--- src/hctsd_defs.vh ---
// Constants for the strap decode and host command timeout block
`ifndef HCTSD_DEFS_VH
`define HCTSD_DEFS_VH

// ----------------------------------------
// Clock and timing
// ----------------------------------------
`define HCTSD_CLK_NS      4
`define HCTSD_TICK_NS     1000000
`define HCTSD_DIV_W       18
`define HCTSD_TMO0_MS     16'h0000
`define HCTSD_TMO1_MS     16'h2710
`define HCTSD_TMO2_MS     16'h4E20
`define HCTSD_TMO3_MS     16'h9C40

// ----------------------------------------
// Switch bank bit positions (index = position - 1)
// ----------------------------------------
`define HCTSD_SW_ADDR_MSB 7
`define HCTSD_SW_SER_MSB  7
`define HCTSD_SW1_TMO_HI  8
`define HCTSD_SW1_TMO_LO  9
`define HCTSD_SW2_MODE    8
`define HCTSD_SW2_NORMAL  9

// ----------------------------------------
// Command slots
// ----------------------------------------
`define HCTSD_NSLOT       4
`define HCTSD_TAG_W       2

// ----------------------------------------
// Register offsets, fields and reset values
// ----------------------------------------
`define HCTSD_OFS_CTRL    8'h00
`define HCTSD_OFS_STATUS  8'h04
`define HCTSD_OFS_SERIAL  8'h08
`define HCTSD_OFS_COUNT   8'h0C
`define HCTSD_CTRL_EN     0
`define HCTSD_CTRL_RST    1'b1
`define HCTSD_ST_CODE_LO  8
`define HCTSD_ST_MODE     10
`define HCTSD_ST_ALONE    11
`define HCTSD_ST_FAULT    12
`define HCTSD_ST_CFG      13
`define HCTSD_ST_BUSY_LO  16

`endif

--- src/hctsd_top.v ---
// Strap decode and host command timeout supervisor, top level
`timescale 1ns/1ps
`default_nettype none
`include "hctsd_defs.vh"

// How it works
// - Link address comes from bank 1 switches; down reads 0, up reads 1.
// - Bank 2 position 9 selects the operational mode at strap capture.
// - Bank 1 positions 9 and 10 form the two-bit timeout code.
// - Code 00 gives 0 s, 01 gives 10 s, 10 gives 20 s, 11 gives 40 s.
// - Every accepted host command gets some answer within the timeout.
// - Missing secondary reply at timeout sends the host an error reply.
// - Timing is identical for legacy terminal and byte link protocols.
// - Zero timeout code rejects every host command at once.
// - Zero timeout code also selects standalone manager mode.
// - Switches are sampled once after reset and ignored afterwards.
module hctsd_top
#(
  parameter TICK_CYC = `HCTSD_TICK_NS / `HCTSD_CLK_NS
)
(
  input  wire                    clk_i,
  input  wire                    reset_n_i,
  input  wire [9:0]              sw1_i,
  input  wire [9:0]              sw2_i,
  input  wire                    cmd_valid_i,
  input  wire [`HCTSD_TAG_W-1:0] cmd_tag_i,
  input  wire                    cmd_proto_i,
  input  wire                    reply_valid_i,
  input  wire [`HCTSD_TAG_W-1:0] reply_tag_i,
  input  wire                    psel_i,
  input  wire                    penable_i,
  input  wire                    pwrite_i,
  input  wire [7:0]              paddr_i,
  input  wire [31:0]             pwdata_i,
  output wire                    cmd_accept_o,
  output wire                    cmd_reject_o,
  output wire                    reply_fwd_o,
  output wire [`HCTSD_TAG_W-1:0] reply_tag_o,
  output wire                    err_valid_o,
  output wire [`HCTSD_TAG_W-1:0] err_tag_o,
  output wire                    err_proto_o,
  output wire [7:0]              link_addr_o,
  output wire [7:0]              serial_cfg_o,
  output wire                    op_mode_o,
  output wire                    standalone_manager_mode_o,
  output wire                    cfg_fault_o,
  output wire [1:0]              tmo_code_o,
  output wire [31:0]             prdata_o,
  output wire                    pready_o,
  output wire                    pslverr_o
);

  localparam NS = `HCTSD_NSLOT;
  localparam integer TICK_M1 = TICK_CYC - 1;
  // Cut to the divider width on purpose; TICK_CYC must fit in that many bits
  localparam [`HCTSD_DIV_W-1:0] TICK_LAST = TICK_M1[`HCTSD_DIV_W-1:0];

  // ----------------------------------------
  // Helper functions
  // ----------------------------------------
  // Tag to one-hot slot select, used for starts and cancels
  function [NS-1:0] tag_sel;
    input [`HCTSD_TAG_W-1:0] tag;
    begin
      tag_sel = {{(NS-1){1'b0}}, 1'b1} << tag;
    end
  endfunction

  // Timeout code to limit in ticks
  function [15:0] tmo_limit;
    input [1:0] code;
    begin
      case (code)
        2'b01:   tmo_limit = `HCTSD_TMO1_MS;
        2'b10:   tmo_limit = `HCTSD_TMO2_MS;
        2'b11:   tmo_limit = `HCTSD_TMO3_MS;
        default: tmo_limit = `HCTSD_TMO0_MS;
      endcase
    end
  endfunction

  // Lowest pending slot index
  function [`HCTSD_TAG_W-1:0] first_one;
    input [NS-1:0] vec;
    integer k;
    begin
      first_one = {`HCTSD_TAG_W{1'b0}};
      for (k = NS - 1; k >= 0; k = k - 1)
        if (vec[k])
          first_one = k[`HCTSD_TAG_W-1:0];
    end
  endfunction

  // ----------------------------------------
  // Declarations
  // ----------------------------------------
  reg                    cfg_done_ff;
  reg [7:0]              addr_ff;
  reg [7:0]              serial_ff;
  reg [1:0]              code_ff;
  reg                    mode_ff;
  reg                    alone_ff;
  reg                    fault_ff;
  reg                    ctrl_en_ff;
  reg [`HCTSD_DIV_W-1:0] div_ff;
  reg                    tick_ff;
  reg [NS-1:0]           pend_ff;
  reg [NS-1:0]           proto_ff;
  reg                    accept_ff;
  reg                    reject_ff;
  reg                    rfwd_ff;
  reg [`HCTSD_TAG_W-1:0] rtag_ff;
  reg                    err_ff;
  reg [`HCTSD_TAG_W-1:0] etag_ff;
  reg                    eproto_ff;
  reg [15:0]             err_cnt_ff;
  reg [15:0]             late_cnt_ff;
  reg                    pready_ff;
  reg                    pslverr_ff;
  reg [31:0]             prdata_ff;
  reg [31:0]             nxt_prdata;
  reg                    nxt_pslverr;
  reg [NS-1:0]           nxt_pend;
  wire [NS-1:0]          busy;
  wire [NS-1:0]          expire;
  wire [NS-1:0]          start_vec;
  wire [NS-1:0]          cancel_vec;
  wire [NS-1:0]          grant_vec;
  wire [`HCTSD_TAG_W-1:0] grant_idx;
  wire [15:0]            limit;
  wire                   cmd_ok;
  wire                   reply_hit;
  wire                   apb_setup;
  wire                   apb_wr;
  wire [31:0]            status_word;

  // ----------------------------------------
  // Strap capture
  // ----------------------------------------
  // Taken on the first edge after reset release, then frozen
  always @(posedge clk_i or negedge reset_n_i)
  begin
    if (!reset_n_i)
    begin
      cfg_done_ff <= 1'b0;
      addr_ff     <= 8'h00;
      serial_ff   <= 8'h00;
      code_ff     <= 2'h0;
      mode_ff     <= 1'b0;
      alone_ff    <= 1'b0;
      fault_ff    <= 1'b0;
    end
    else if (!cfg_done_ff)
    begin
      cfg_done_ff <= 1'b1;
      addr_ff     <= sw1_i[`HCTSD_SW_ADDR_MSB:0];
      serial_ff   <= sw2_i[`HCTSD_SW_SER_MSB:0];
      mode_ff     <= sw2_i[`HCTSD_SW2_MODE];
      fault_ff    <= sw2_i[`HCTSD_SW2_NORMAL];
      code_ff     <= {sw1_i[`HCTSD_SW1_TMO_HI], sw1_i[`HCTSD_SW1_TMO_LO]};
      alone_ff    <= ~(sw1_i[`HCTSD_SW1_TMO_HI] | sw1_i[`HCTSD_SW1_TMO_LO]);
    end
  end

  // Limit in ticks; code 00 never starts a timer, so its zero limit goes unused
  assign limit = tmo_limit(code_ff);

  // ----------------------------------------
  // Millisecond tick divider
  // ----------------------------------------
  // Free running, so the first tick of a command may come early by up to one tick
  always @(posedge clk_i or negedge reset_n_i)
  begin
    if (!reset_n_i)
    begin
      div_ff  <= {`HCTSD_DIV_W{1'b0}};
      tick_ff <= 1'b0;
    end
    else
    begin
      tick_ff <= (div_ff == TICK_LAST);
      if (div_ff == TICK_LAST)
        div_ff <= {`HCTSD_DIV_W{1'b0}};
      else
        div_ff <= div_ff + {{(`HCTSD_DIV_W-1){1'b0}}, 1'b1};
    end
  end

  // ----------------------------------------
  // Command admission and reply matching
  // ----------------------------------------
  // Protocol plays no part in admission or timing
  assign cmd_ok = cmd_valid_i & cfg_done_ff & ~alone_ff & ctrl_en_ff
                & ~busy[cmd_tag_i];
  assign start_vec  = cmd_ok ? tag_sel(cmd_tag_i) : {NS{1'b0}};
  assign reply_hit  = reply_valid_i & busy[reply_tag_i];
  assign cancel_vec = reply_hit ? tag_sel(reply_tag_i) : {NS{1'b0}};

  // ----------------------------------------
  // Timer slots
  // ----------------------------------------
  genvar gi;
  generate
    for (gi = 0; gi < NS; gi = gi + 1)
    begin : g_slot
      hctsd_slot_timer u_timer
      (
        .clk_i     (clk_i),
        .reset_n_i (reset_n_i),
        .tick_i    (tick_ff),
        .start_i   (start_vec[gi]),
        .cancel_i  (cancel_vec[gi]),
        .limit_i   (limit),
        .busy_o    (busy[gi]),
        .expire_o  (expire[gi])
      );
    end
  endgenerate

  // ----------------------------------------
  // Error reply queue
  // ----------------------------------------
  // Several slots may expire together; one error reply leaves per cycle
  // Lowest tag first, so a higher tag may wait up to NS-1 cycles for its turn
  assign grant_idx = first_one(pend_ff);
  assign grant_vec = (|pend_ff) ? tag_sel(grant_idx) : {NS{1'b0}};

  always @*
  begin
    nxt_pend = (pend_ff & ~grant_vec) | expire;
  end

  // Host side answer pulses
  always @(posedge clk_i or negedge reset_n_i)
  begin
    if (!reset_n_i)
    begin
      pend_ff     <= {NS{1'b0}};
      proto_ff    <= {NS{1'b0}};
      accept_ff   <= 1'b0;
      reject_ff   <= 1'b0;
      rfwd_ff     <= 1'b0;
      rtag_ff     <= {`HCTSD_TAG_W{1'b0}};
      err_ff      <= 1'b0;
      etag_ff     <= {`HCTSD_TAG_W{1'b0}};
      eproto_ff   <= 1'b0;
      err_cnt_ff  <= 16'h0000;
      late_cnt_ff <= 16'h0000;
    end
    else
    begin
      pend_ff   <= nxt_pend;
      proto_ff  <= (proto_ff & ~start_vec) | (start_vec & {NS{cmd_proto_i}});
      accept_ff <= cmd_ok;
      reject_ff <= cmd_valid_i & ~cmd_ok;
      rfwd_ff   <= reply_hit;
      rtag_ff   <= reply_tag_i;
      err_ff    <= |pend_ff;
      etag_ff   <= grant_idx;
      eproto_ff <= proto_ff[grant_idx];
      if (|pend_ff)
        err_cnt_ff <= err_cnt_ff + 16'h0001;
      // Replies after expiry are dropped; the host already has its error
      if (reply_valid_i && !reply_hit)
        late_cnt_ff <= late_cnt_ff + 16'h0001;
    end
  end

  // ----------------------------------------
  // APB slave
  // ----------------------------------------
  // Zero wait states; only CTRL takes writes, the others ignore them
  assign apb_setup = psel_i & ~penable_i;
  assign apb_wr    = psel_i & penable_i & pwrite_i & pready_ff;

  // Live busy bits beside frozen straps; busy may move between setup and access
  assign status_word = {12'h000, busy, 2'b00, cfg_done_ff, fault_ff,
                        alone_ff, mode_ff, code_ff, addr_ff};

  // Read mux, sampled in the setup cycle
  always @*
  begin
    nxt_prdata  = 32'h0000_0000;
    nxt_pslverr = 1'b0;
    if (paddr_i == `HCTSD_OFS_CTRL)
      nxt_prdata[`HCTSD_CTRL_EN] = ctrl_en_ff;
    else if (paddr_i == `HCTSD_OFS_STATUS)
      nxt_prdata = pwrite_i ? 32'h0000_0000 : status_word;
    else if (paddr_i == `HCTSD_OFS_SERIAL)
      nxt_prdata[7:0] = pwrite_i ? 8'h00 : serial_ff;
    else if (paddr_i == `HCTSD_OFS_COUNT)
      nxt_prdata = pwrite_i ? 32'h0000_0000 : {late_cnt_ff, err_cnt_ff};
    else
      nxt_pslverr = 1'b1;
  end

  // One wait-free access phase; writes land at its closing edge
  always @(posedge clk_i or negedge reset_n_i)
  begin
    if (!reset_n_i)
    begin
      pready_ff  <= 1'b0;
      pslverr_ff <= 1'b0;
      prdata_ff  <= 32'h0000_0000;
      ctrl_en_ff <= `HCTSD_CTRL_RST;
    end
    else
    begin
      pready_ff  <= apb_setup;
      pslverr_ff <= apb_setup & nxt_pslverr;
      prdata_ff  <= apb_setup ? nxt_prdata : 32'h0000_0000;
      if (apb_wr && (paddr_i == `HCTSD_OFS_CTRL))
        ctrl_en_ff <= pwdata_i[`HCTSD_CTRL_EN];
    end
  end

  // ----------------------------------------
  // Outputs
  // ----------------------------------------
  // Every output is a flip-flop, so no decode glitch reaches the pins
  assign cmd_accept_o              = accept_ff;
  assign cmd_reject_o              = reject_ff;
  assign reply_fwd_o               = rfwd_ff;
  assign reply_tag_o               = rtag_ff;
  assign err_valid_o               = err_ff;
  assign err_tag_o                 = etag_ff;
  assign err_proto_o               = eproto_ff;
  assign link_addr_o               = addr_ff;
  assign serial_cfg_o              = serial_ff;
  assign op_mode_o                 = mode_ff;
  assign standalone_manager_mode_o = alone_ff;
  assign cfg_fault_o               = fault_ff;
  assign tmo_code_o                = code_ff;
  assign prdata_o                  = prdata_ff;
  assign pready_o                  = pready_ff;
  assign pslverr_o                 = pslverr_ff;

endmodule // hctsd_top
`default_nettype wire

--- src/hctsd_slot_timer.v ---
// One host command response timer slot
`timescale 1ns/1ps
`default_nettype none
`include "hctsd_defs.vh"

module hctsd_slot_timer
(
  input  wire        clk_i,
  input  wire        reset_n_i,
  input  wire        tick_i,
  input  wire        start_i,
  input  wire        cancel_i,
  input  wire [15:0] limit_i,
  output wire        busy_o,
  output wire        expire_o
);

  reg        busy_ff;
  reg        expire_ff;
  reg [15:0] cnt_ff;
  wire [15:0] nxt_cnt;

  assign nxt_cnt  = cnt_ff + 16'h0001;
  assign busy_o   = busy_ff;
  assign expire_o = expire_ff;

  // ----------------------------------------
  // Tick counter per command
  // ----------------------------------------
  // Cancel beats expiry: a reply seen in the last tick still counts as in time
  always @(posedge clk_i or negedge reset_n_i)
  begin
    if (!reset_n_i)
    begin
      busy_ff   <= 1'b0;
      expire_ff <= 1'b0;
      cnt_ff    <= 16'h0000;
    end
    else
    begin
      expire_ff <= 1'b0;
      if (start_i)
      begin
        busy_ff <= 1'b1;
        cnt_ff  <= 16'h0000;
      end
      else if (busy_ff && cancel_i)
        busy_ff <= 1'b0;
      else if (busy_ff && tick_i)
      begin
        if (nxt_cnt >= limit_i)
        begin
          busy_ff   <= 1'b0;
          expire_ff <= 1'b1;
        end
        else
          cnt_ff <= nxt_cnt;
      end
    end
  end

endmodule // hctsd_slot_timer
`default_nettype wire

--- config.mk ---
export PLATFORM = sky130hd
export DESIGN_NAME = hctsd_top
export DESIGN_NICKNAME = d
export VERILOG_FILES = /design/src/hctsd_top.v /design/src/hctsd_slot_timer.v
export VERILOG_INCLUDE_DIRS = /design/src
export SDC_FILE = /design/constraint.sdc
export NUM_CORES = 1
export LEC_CHECK = 0
export ABC_CLOCK_PERIOD_IN_PS = 8880
export BUFFER_PORTS_ARGS = -buffer_cell sky130_fd_sc_hd__buf_4
export CAP_MARGIN = 20
export CORE_ASPECT_RATIO = 1.75
export CORE_UTILIZATION = 64
export CTS_CLUSTER_DIAMETER = 50
export DETAILED_ROUTE_END_ITERATION = 8
export PLACE_DENSITY = 0.87
export SLEW_MARGIN = 20
export SYNTH_ARGS = -nofsm -noshare
export SYNTH_HDL_FRONTEND = slang
export SYNTH_HIERARCHICAL = 1
export SYNTH_SLANG_ARGS = --single-unit
--- constraint.sdc ---
create_clock -name clk_i -period 8.88 [get_ports clk_i]
set_clock_uncertainty 0.2 [all_clocks]
set_input_delay 0.444 -clock clk_i [delete_from_list [all_inputs] [get_ports clk_i]]
set_output_delay 0.444 -clock clk_i [all_outputs]
set_load 0.01 [all_outputs]
Word-level counts from Yosys, hierarchy flattened
Cells that the tools add are included.
{ "classes": {"n_addsub": 7, "n_lt_le_gt_ge": 7, "eq_ne": 15, "shifts": 3, "n_mux": 77, "bitwise_logic": 24, "reduce_logical": 33} }
{ "op_table": {"columns": ["cell", "n"], "rows": [
  ["$mux 16", 16],
  ["$mux 32", 4],
  ["$add 16x1->16 const B", 6],
  ["$ge 16x16->1", 4],
  ["$pmux 16 s3", 1],
  ["$mux 1", 40],
  ["$mux 31", 1],
  ["$mux 24", 1],
  ["$reduce_bool 3->1", 8],
  ["$mux 20", 1],
  ["$add 18x1->18 const B", 1],
  ["$eq 18x18->1 const B", 1],
  ["$mux 18", 1],
  ["$eq 8x4->1 const B", 2],
  ["$mux 8", 2],
  ["$ne 2x2->1 const B", 8],
  ["$and 4x4->4", 3],
  ["$mux 4", 3],
  ["$reduce_and 3->1", 4],
  ["$shl 1x2->4 const A", 3],
  ["$and 1x1->1", 11],
  ["$logic_and 1x1->1", 10],
  ["$lt 2x3->1 const B", 3],
  ["$eq 8x3->1 const B", 1],
  ["other kinds (13)", 31]
]} }
{ "totals": {"reg_bits": 197, "input_bits": 72, "output_inout_bits": 64, "wordCells": 202} }

Depth between registers and ports, before layout
{ "depth": {"ltp_word": 9, "depth_mapped": 12, "depth_no_buf": 11} }

Modules after synthesis
Netlist, hierarchy kept.
{ "modules_own_cells": {"columns": ["mod", "n_inst", "cells_each", "area_each_um2"], "rows": [
  ["hctsd_slot_timer", 4, 190, 1736.7],
  ["hctsd_top", 1, 436, 5256.3]
]} }

Least setup slack after synthesis
OpenSTA, ideal clock, no wires.
{ "synth_path": {"kind": "register to register", "start": "register g_slot[0].u_timer.cnt_ff[0]", "end": "register g_slot[0].u_timer.cnt_ff[10]", "setup_ps": 125, "arrival_ps": 3136, "path_slack_ps": 5419, "path_stages_with_launch": 13, "period_less_slack_ps": 3461, "cell_sequence": "dfrtp_1 -> ha_1 -> and4_1 -> and4_1 -> nand4_1 -> xnor2_1 -> ha_1 -> nand4_2 -> or4_4 -> a221oi_4 -> buf_8 -> nor4_2 -> mux2_4"} }
{ "synth_via": {"elab_chain_len": 5, "elab_cells_between_ends": 8, "cone_classes": "1 x add/sub; 1 x order compare; 1 x eq/ne; 4 x mux; 1 x reduce/logical"} }
{ "synth_lines": {"columns": ["element", "line_no", "rtl"], "rows": [
  ["from (decl)", "hctsd_slot_timer.v:20", "reg [15:0] cnt_ff;"],
  ["from (signal assigned)", "hctsd_slot_timer.v:57", "cnt_ff <= nxt_cnt;"],
  ["$add 16x1->16 (*)", "hctsd_slot_timer.v:23", "assign nxt_cnt = cnt_ff + 16'h0001;"],
  ["parallel branches: the longest is 4 deep, another holds $ge 16x16->1", null, null]
]} }
Mark *: on every way between the ends. The select of a mux whose other input is x is not followed.
A chain may end at the register's enable or synchronous reset.

Final worst setup path
{ "layout_path": {"start": "register g_slot[3].u_timer.cnt_ff[0]", "end": "register g_slot[3].u_timer.cnt_ff[10]"} }
{ "layout_via": {"elab_chain_len": 5, "elab_cells_between_ends": 8, "cone_classes": "1 x add/sub; 1 x order compare; 1 x eq/ne; 4 x mux; 1 x reduce/logical"} }
{ "layout_lines": {"columns": ["element", "line_no"], "rows": [
  ["from (decl)", "hctsd_slot_timer.v:20"],
  ["from (signal assigned)", "hctsd_slot_timer.v:57"],
  ["$add 16x1->16 (*)", "hctsd_slot_timer.v:23"],
  ["parallel branches: the longest is 4 deep, another holds $ge 16x16->1", null]
]} }
Marked as above.

==> results <==
- The flow ran to the end, and the final reports show no timing, DRC or antenna violations.
- Setup repair after global routing left no endpoint under its margin.
- In this run the most used layer during global routing was met2.
- STA puts the critical path data arrival time at approximately 4.3 ns.
- In this run, post-CTS hold repair placed 5 buffers.
- CTS saw just under 200 sinks.
- The maximum number of pins on one net before global-route repair is 69.
- The hold slack is 0.02935 ns.
- The share of synthesized area occupied by flip-flops and latches is 40.41%.
- The number of buffers between clock root and the deepest sink is 2.
- The worst setup slack after placement is just under 5 ns.
- The maximum clock frequency is ~240 MHz.
- The routed length per placed instance is 18.12 um.
- The worst-case headroom to the max-slew limit is 39.25%.
- The sequential cell fraction of total power is between 40% and 50%.
- Gates resized during post-CTS repair numbered 0.
- The repair_antennas step left the layout with diodes totalling 0.
- The first global-routing pass estimated roughly 46,000 um of wire.
- The biggest area contributor in the post-synthesis netlist is dfrtp_1.
- The number of primary I/O pins is 136.
- The floorplan step defined a die boundary enclosing slightly below 20,000 um^2.
- The warning count from the yosys run is 6.
- The met1 capacity usage during global routing is ~31%.
- The critical path class is reg -> reg.
- The clock tree root buffer cell is clkbuf_16.
- The share of layout cells above drive strength 1 is 23.52%.
- The final route contains a little under 10,000 vias.
- The count of final hold-check violations is 0.
- The floorplan step defined a core boundary enclosing 18,660 um^2.
- The routability-driven placement congestion ratio is approximately 0.9.
- The synthesized area divided by synthesized cell count is approximately 10 um^2.
- The met3 track utilization from global routing is between 3 and 4%.
- Setup slack closes at about 4.7 ns.
- The signal on the critical path passes through ha_1 > and4_1 > and4_1 > nand4_1 > xnor2_1 > ha_1 > nand4_2 > or4_4 > a221oi_4 > nor4_2 > mux2_4.
- The combinational share of power is 10.4%.
- The first-pass iteration count of the detailed router is 6.
- The number of antenna violations at the first check in global routing was 0.
- After synthesis, the netlist uses 63 different library cells.
- Summed over all failing endpoints, the final setup total negative slack is 0 ns.
- Wires add up to ~28,000 um.
- Of all flip-flops after synthesis, the portion carrying an async set or reset was 100.0%.
- The total setup violations reported at the end of the flow is 0.
- The maximum VDD drop is 0.0001308 V.
- Yosys attributes the largest share of cell area to dfrtp_1 40%, ha_1 7.7%, mux2_2 5.4%.
- The clock tree from TritonCTS is done.
- The slew at the pin closest to its max-slew limit is approximately 0.90 ns.
- In this run the post-CTS setup repair buffer count came out at 0.
- The final critical delay including setup and external delays is 4.160 ns.
- The worst-path maximum fanout is 15.
- In the routed layout, each cell is associated on average with a via count of 6.192.
- The critical path endpoint is g_slot[3].u_timer/cnt_ff[10]$_DFFE_PN0P_.
- Summed over all nets, the switching power comes to a little over 0.5 mW.
- In this run the tool buffered the top-level ports with 104 buffer cells.
- After global routing the overflow that remains totals 0.
- STA classifies the critical path endpoint as a flip-flop.
- The cell with the largest stage delay on the worst path is a221oi_4.
- The effective utilization at floorplan is 65.39%.
- Counting every instance in the synthesized netlist gives approximately 1,200.
- The most used flip-flop cell after synthesis is dfrtp_1.
- In this run the static leakage power is approximately 6.4 nW.
- Cell internal power was estimated by the tool at 1.414 mW.
- Fill cells in the final layout number approximately 1,200.
- The H-tree was split into 4 levels.
- The number of CTS-inserted buffers is 17.
- The number of nets with antenna violations after detailed routing is 0.
- The die boundary height is around 180 um.
- The top cell types in the final layout, fill and taps aside, are 196 x dfrtp_1, 125 x nor2_1, 115 x buf_4.
- After legalization and detailed placement, the total HPWL measured ~20,000 um.
- Row generation in the floorplan step produced 66 rows.
- The area growth from synthesis to layout is 13.35%.
- The DRC violations left is 0.
- Clock-pin slew was measured on the worst setup and hold paths at around 0.090 ns.
- The clock latency at the later pin of the worst-skew pair is between 0.4 and 0.5 ns.
- The floorplan step set the die width to 106.4 um.
- In this run the cell area measured after placement is between 10,000 and 15,000 um^2.
- The cell total after placement is around 1,500.
- The required arrival time at the worst endpoint is roughly 9 ns.
- The final critical-path share of the clock period is 46.85%.
- Max-cap violations in this run came to 0.
- For this block, the initial DRC count from the detailed router was between 500 and 600.
- The synthesized design contains 0 enable-type register cells.
- After synthesis the netlist holds a flip-flop and latch count of between 150 and 200.
- The via count of the first global-routing pass came to slightly below 10,000.
- The launching element type of the critical path is a flip-flop.
- In this run the cell area of the synthesized design comes to approximately 12,000 um^2.
- The capturing point of the worst reg2reg path is g_slot[3].u_timer/cnt_ff[10]$_DFFE_PN0P_.
- The reg-to-reg setup timing slack is between 4 and 5 ns.
- The most frequent standard cell in the layout excluding fill and tap cells is dfrtp_1.
- Global routing consumed, on the met2 layer, 57.45% of the routing resources.
- Once layout is complete, the cells apart from fillers number approximately 1,600.
- The power density over the cells is 139.3 nW/um^2.
- Of the post-synthesis cell area, the dominant cell type holds 40.19%.
- The highest cell delay on the worst timing path is between 0.6 and 0.7 ns.
- The startpoint of the most critical setup path is g_slot[3].u_timer/cnt_ff[0]$_DFFE_PN0P_.
- The cell depth of the worst flop-to-flop path is 11.
- The worst min-delay path category is in -> reg.
- The overall track demand over capacity in global routing is around 30%.
- With fillers left out, the area of the finished cells amounts to approximately 14,000 um^2.
- The switching power share of the total is about a quarter.
- The count of nets after finishing is roughly 1,500.
- The max-slew violation count is 0.
- Of the total power, the clock network draws between 30 and 40%.
- The startpoint identified for the worst register-to-register timing path is g_slot[3].u_timer/cnt_ff[0]$_DFFE_PN0P_.
worst min-delay path by stage:
stage,endpoint,slack (ns),start,cells past startpoint
floorplan,asynchronous set/reset pin,-0.05,reset_n_i,0
global placement,pend_ff[0]$_DFF_PN0_,0.14,g_slot[0].u_timer/expire_o$_DFF_PN0_,0
detailed placement,pend_ff[0]$_DFF_PN0_,0.17,g_slot[0].u_timer/expire_o$_DFF_PN0_,0
CTS,serial_cfg_o[1]$_DFFE_PN0N_,0.03,sw2_i[1],2
global route,serial_cfg_o[1]$_DFFE_PN0N_,0.02,sw2_i[1],2
finish,serial_cfg_o[1]$_DFFE_PN0N_,0.03,sw2_i[1],2
worst max-delay path: cells and delay by family (launching register included):
kind	cells	cell delay, ns
mux	1	0.33
compound gates	1	0.66
simple gates	6	1.72
flops	1	0.44
xor+xnor	1	0.16
fa+ha+maj	2	0.54
kinds of logic (layout without fill, tap and decap cells):
logic type / after synthesis / after routing / synth area share [%]
other cells: 2 / 21 / 0.06154
flops: 197 / 197 / 40.41
buf+inv: 123 / 239 / 4.891
simple gates: 502 / 502 / 24.24
xor+xnor: 99 / 99 / 7.105
fa+ha+maj: 75 / 75 / 7.690
compound gates: 111 / 111 / 6.572
mux: 87 / 87 / 9.033
power by group through the flow:
stage | sequential, mW | clock [mW] | combinational [mW]
2_1_floorplan | 0.970 | 0 | 0.107
3_3_place_gp | 0.970 | 0 | 0.182
3_5_place_dp | 0.973 | 0 | 0.193
4_1_cts | 0.956 | 0.773 | 0.200
5_1_grt | 0.961 | 0.811 | 0.225
6_report | 0.958 | 0.768 | 0.201
stage by stage:
step | power, mW | util [%]
6_report | 1.927 | 74.12
2_1_floorplan | 1.077 | -
3_3_place_gp | 1.152 | 70.72
5_1_grt | 1.998 | 74.12
3_5_place_dp | 1.166 | 70.72
4_1_cts | 1.929 | 74.12
synth_stat cells, types with 4 or more instances:
library cell	count
xnor2_1	70
and4_1	9
mux2_4	24
or4_4	5
nor2b_1	51
mux2_2	59
dfrtp_1	196
nand3_1	40
or3_2	4
nor4_2	29
a21oi_1	38
a21o_1	5
inv_1	86
nor4_1	32
nand4_2	4
nand3b_1	4
ha_1	75
dlygate4sd1_1	4
nand4_1	50
and2b_1	4
xor2_1	29
a22oi_1	11
a221o_2	4
o31ai_1	16
nand2_1	56
o2bb2ai_1	4
clkbuf_1	17
buf_6	8
nor2_1	125
or2_2	10
a221oi_4	4
or4_2	4
nand2b_1	6
o21a_1	4
o21ai_0	17
and2_1	19
buf_8	4
a2bb2oi_1	5
nor3_1	27
metal layers:
metal,routed length [um],up-vias
met1,10290,4800
met2,15540,355
li1,-,4443
met4,1362,0
met5,0,-
met3,1233,118
layout make-up:
| cell class | count | area, um^2 | area share (%) |
|---|---|---|---|
| Sequential cell | 197 | 4931 | 35.65 |
| Clock inverter | 13 | 141.4 | 1.022 |
| Inverter | 86 | 322.8 | 2.334 |
| Clock buffer | 19 | 442.9 | 3.202 |
| Multi-Input combinational cell | 895 | 6769 | 48.94 |
| Timing Repair Buffer | 121 | 927.1 | 6.703 |
| Tap cell | 238 | 297.8 | 2.153 |
sequential cells by signal, summed over array words and instances (netlist names), 8 cells and up, named ones only:
signal                 flops
div_ff                    18
err_cnt_ff                16
g_slot.u_timer/cnt_ff     64
late_cnt_ff               16
link_addr_o                8
prdata_o                  32
serial_cfg_o               8
Note: power is estimated with default switching activity, not from simulation.
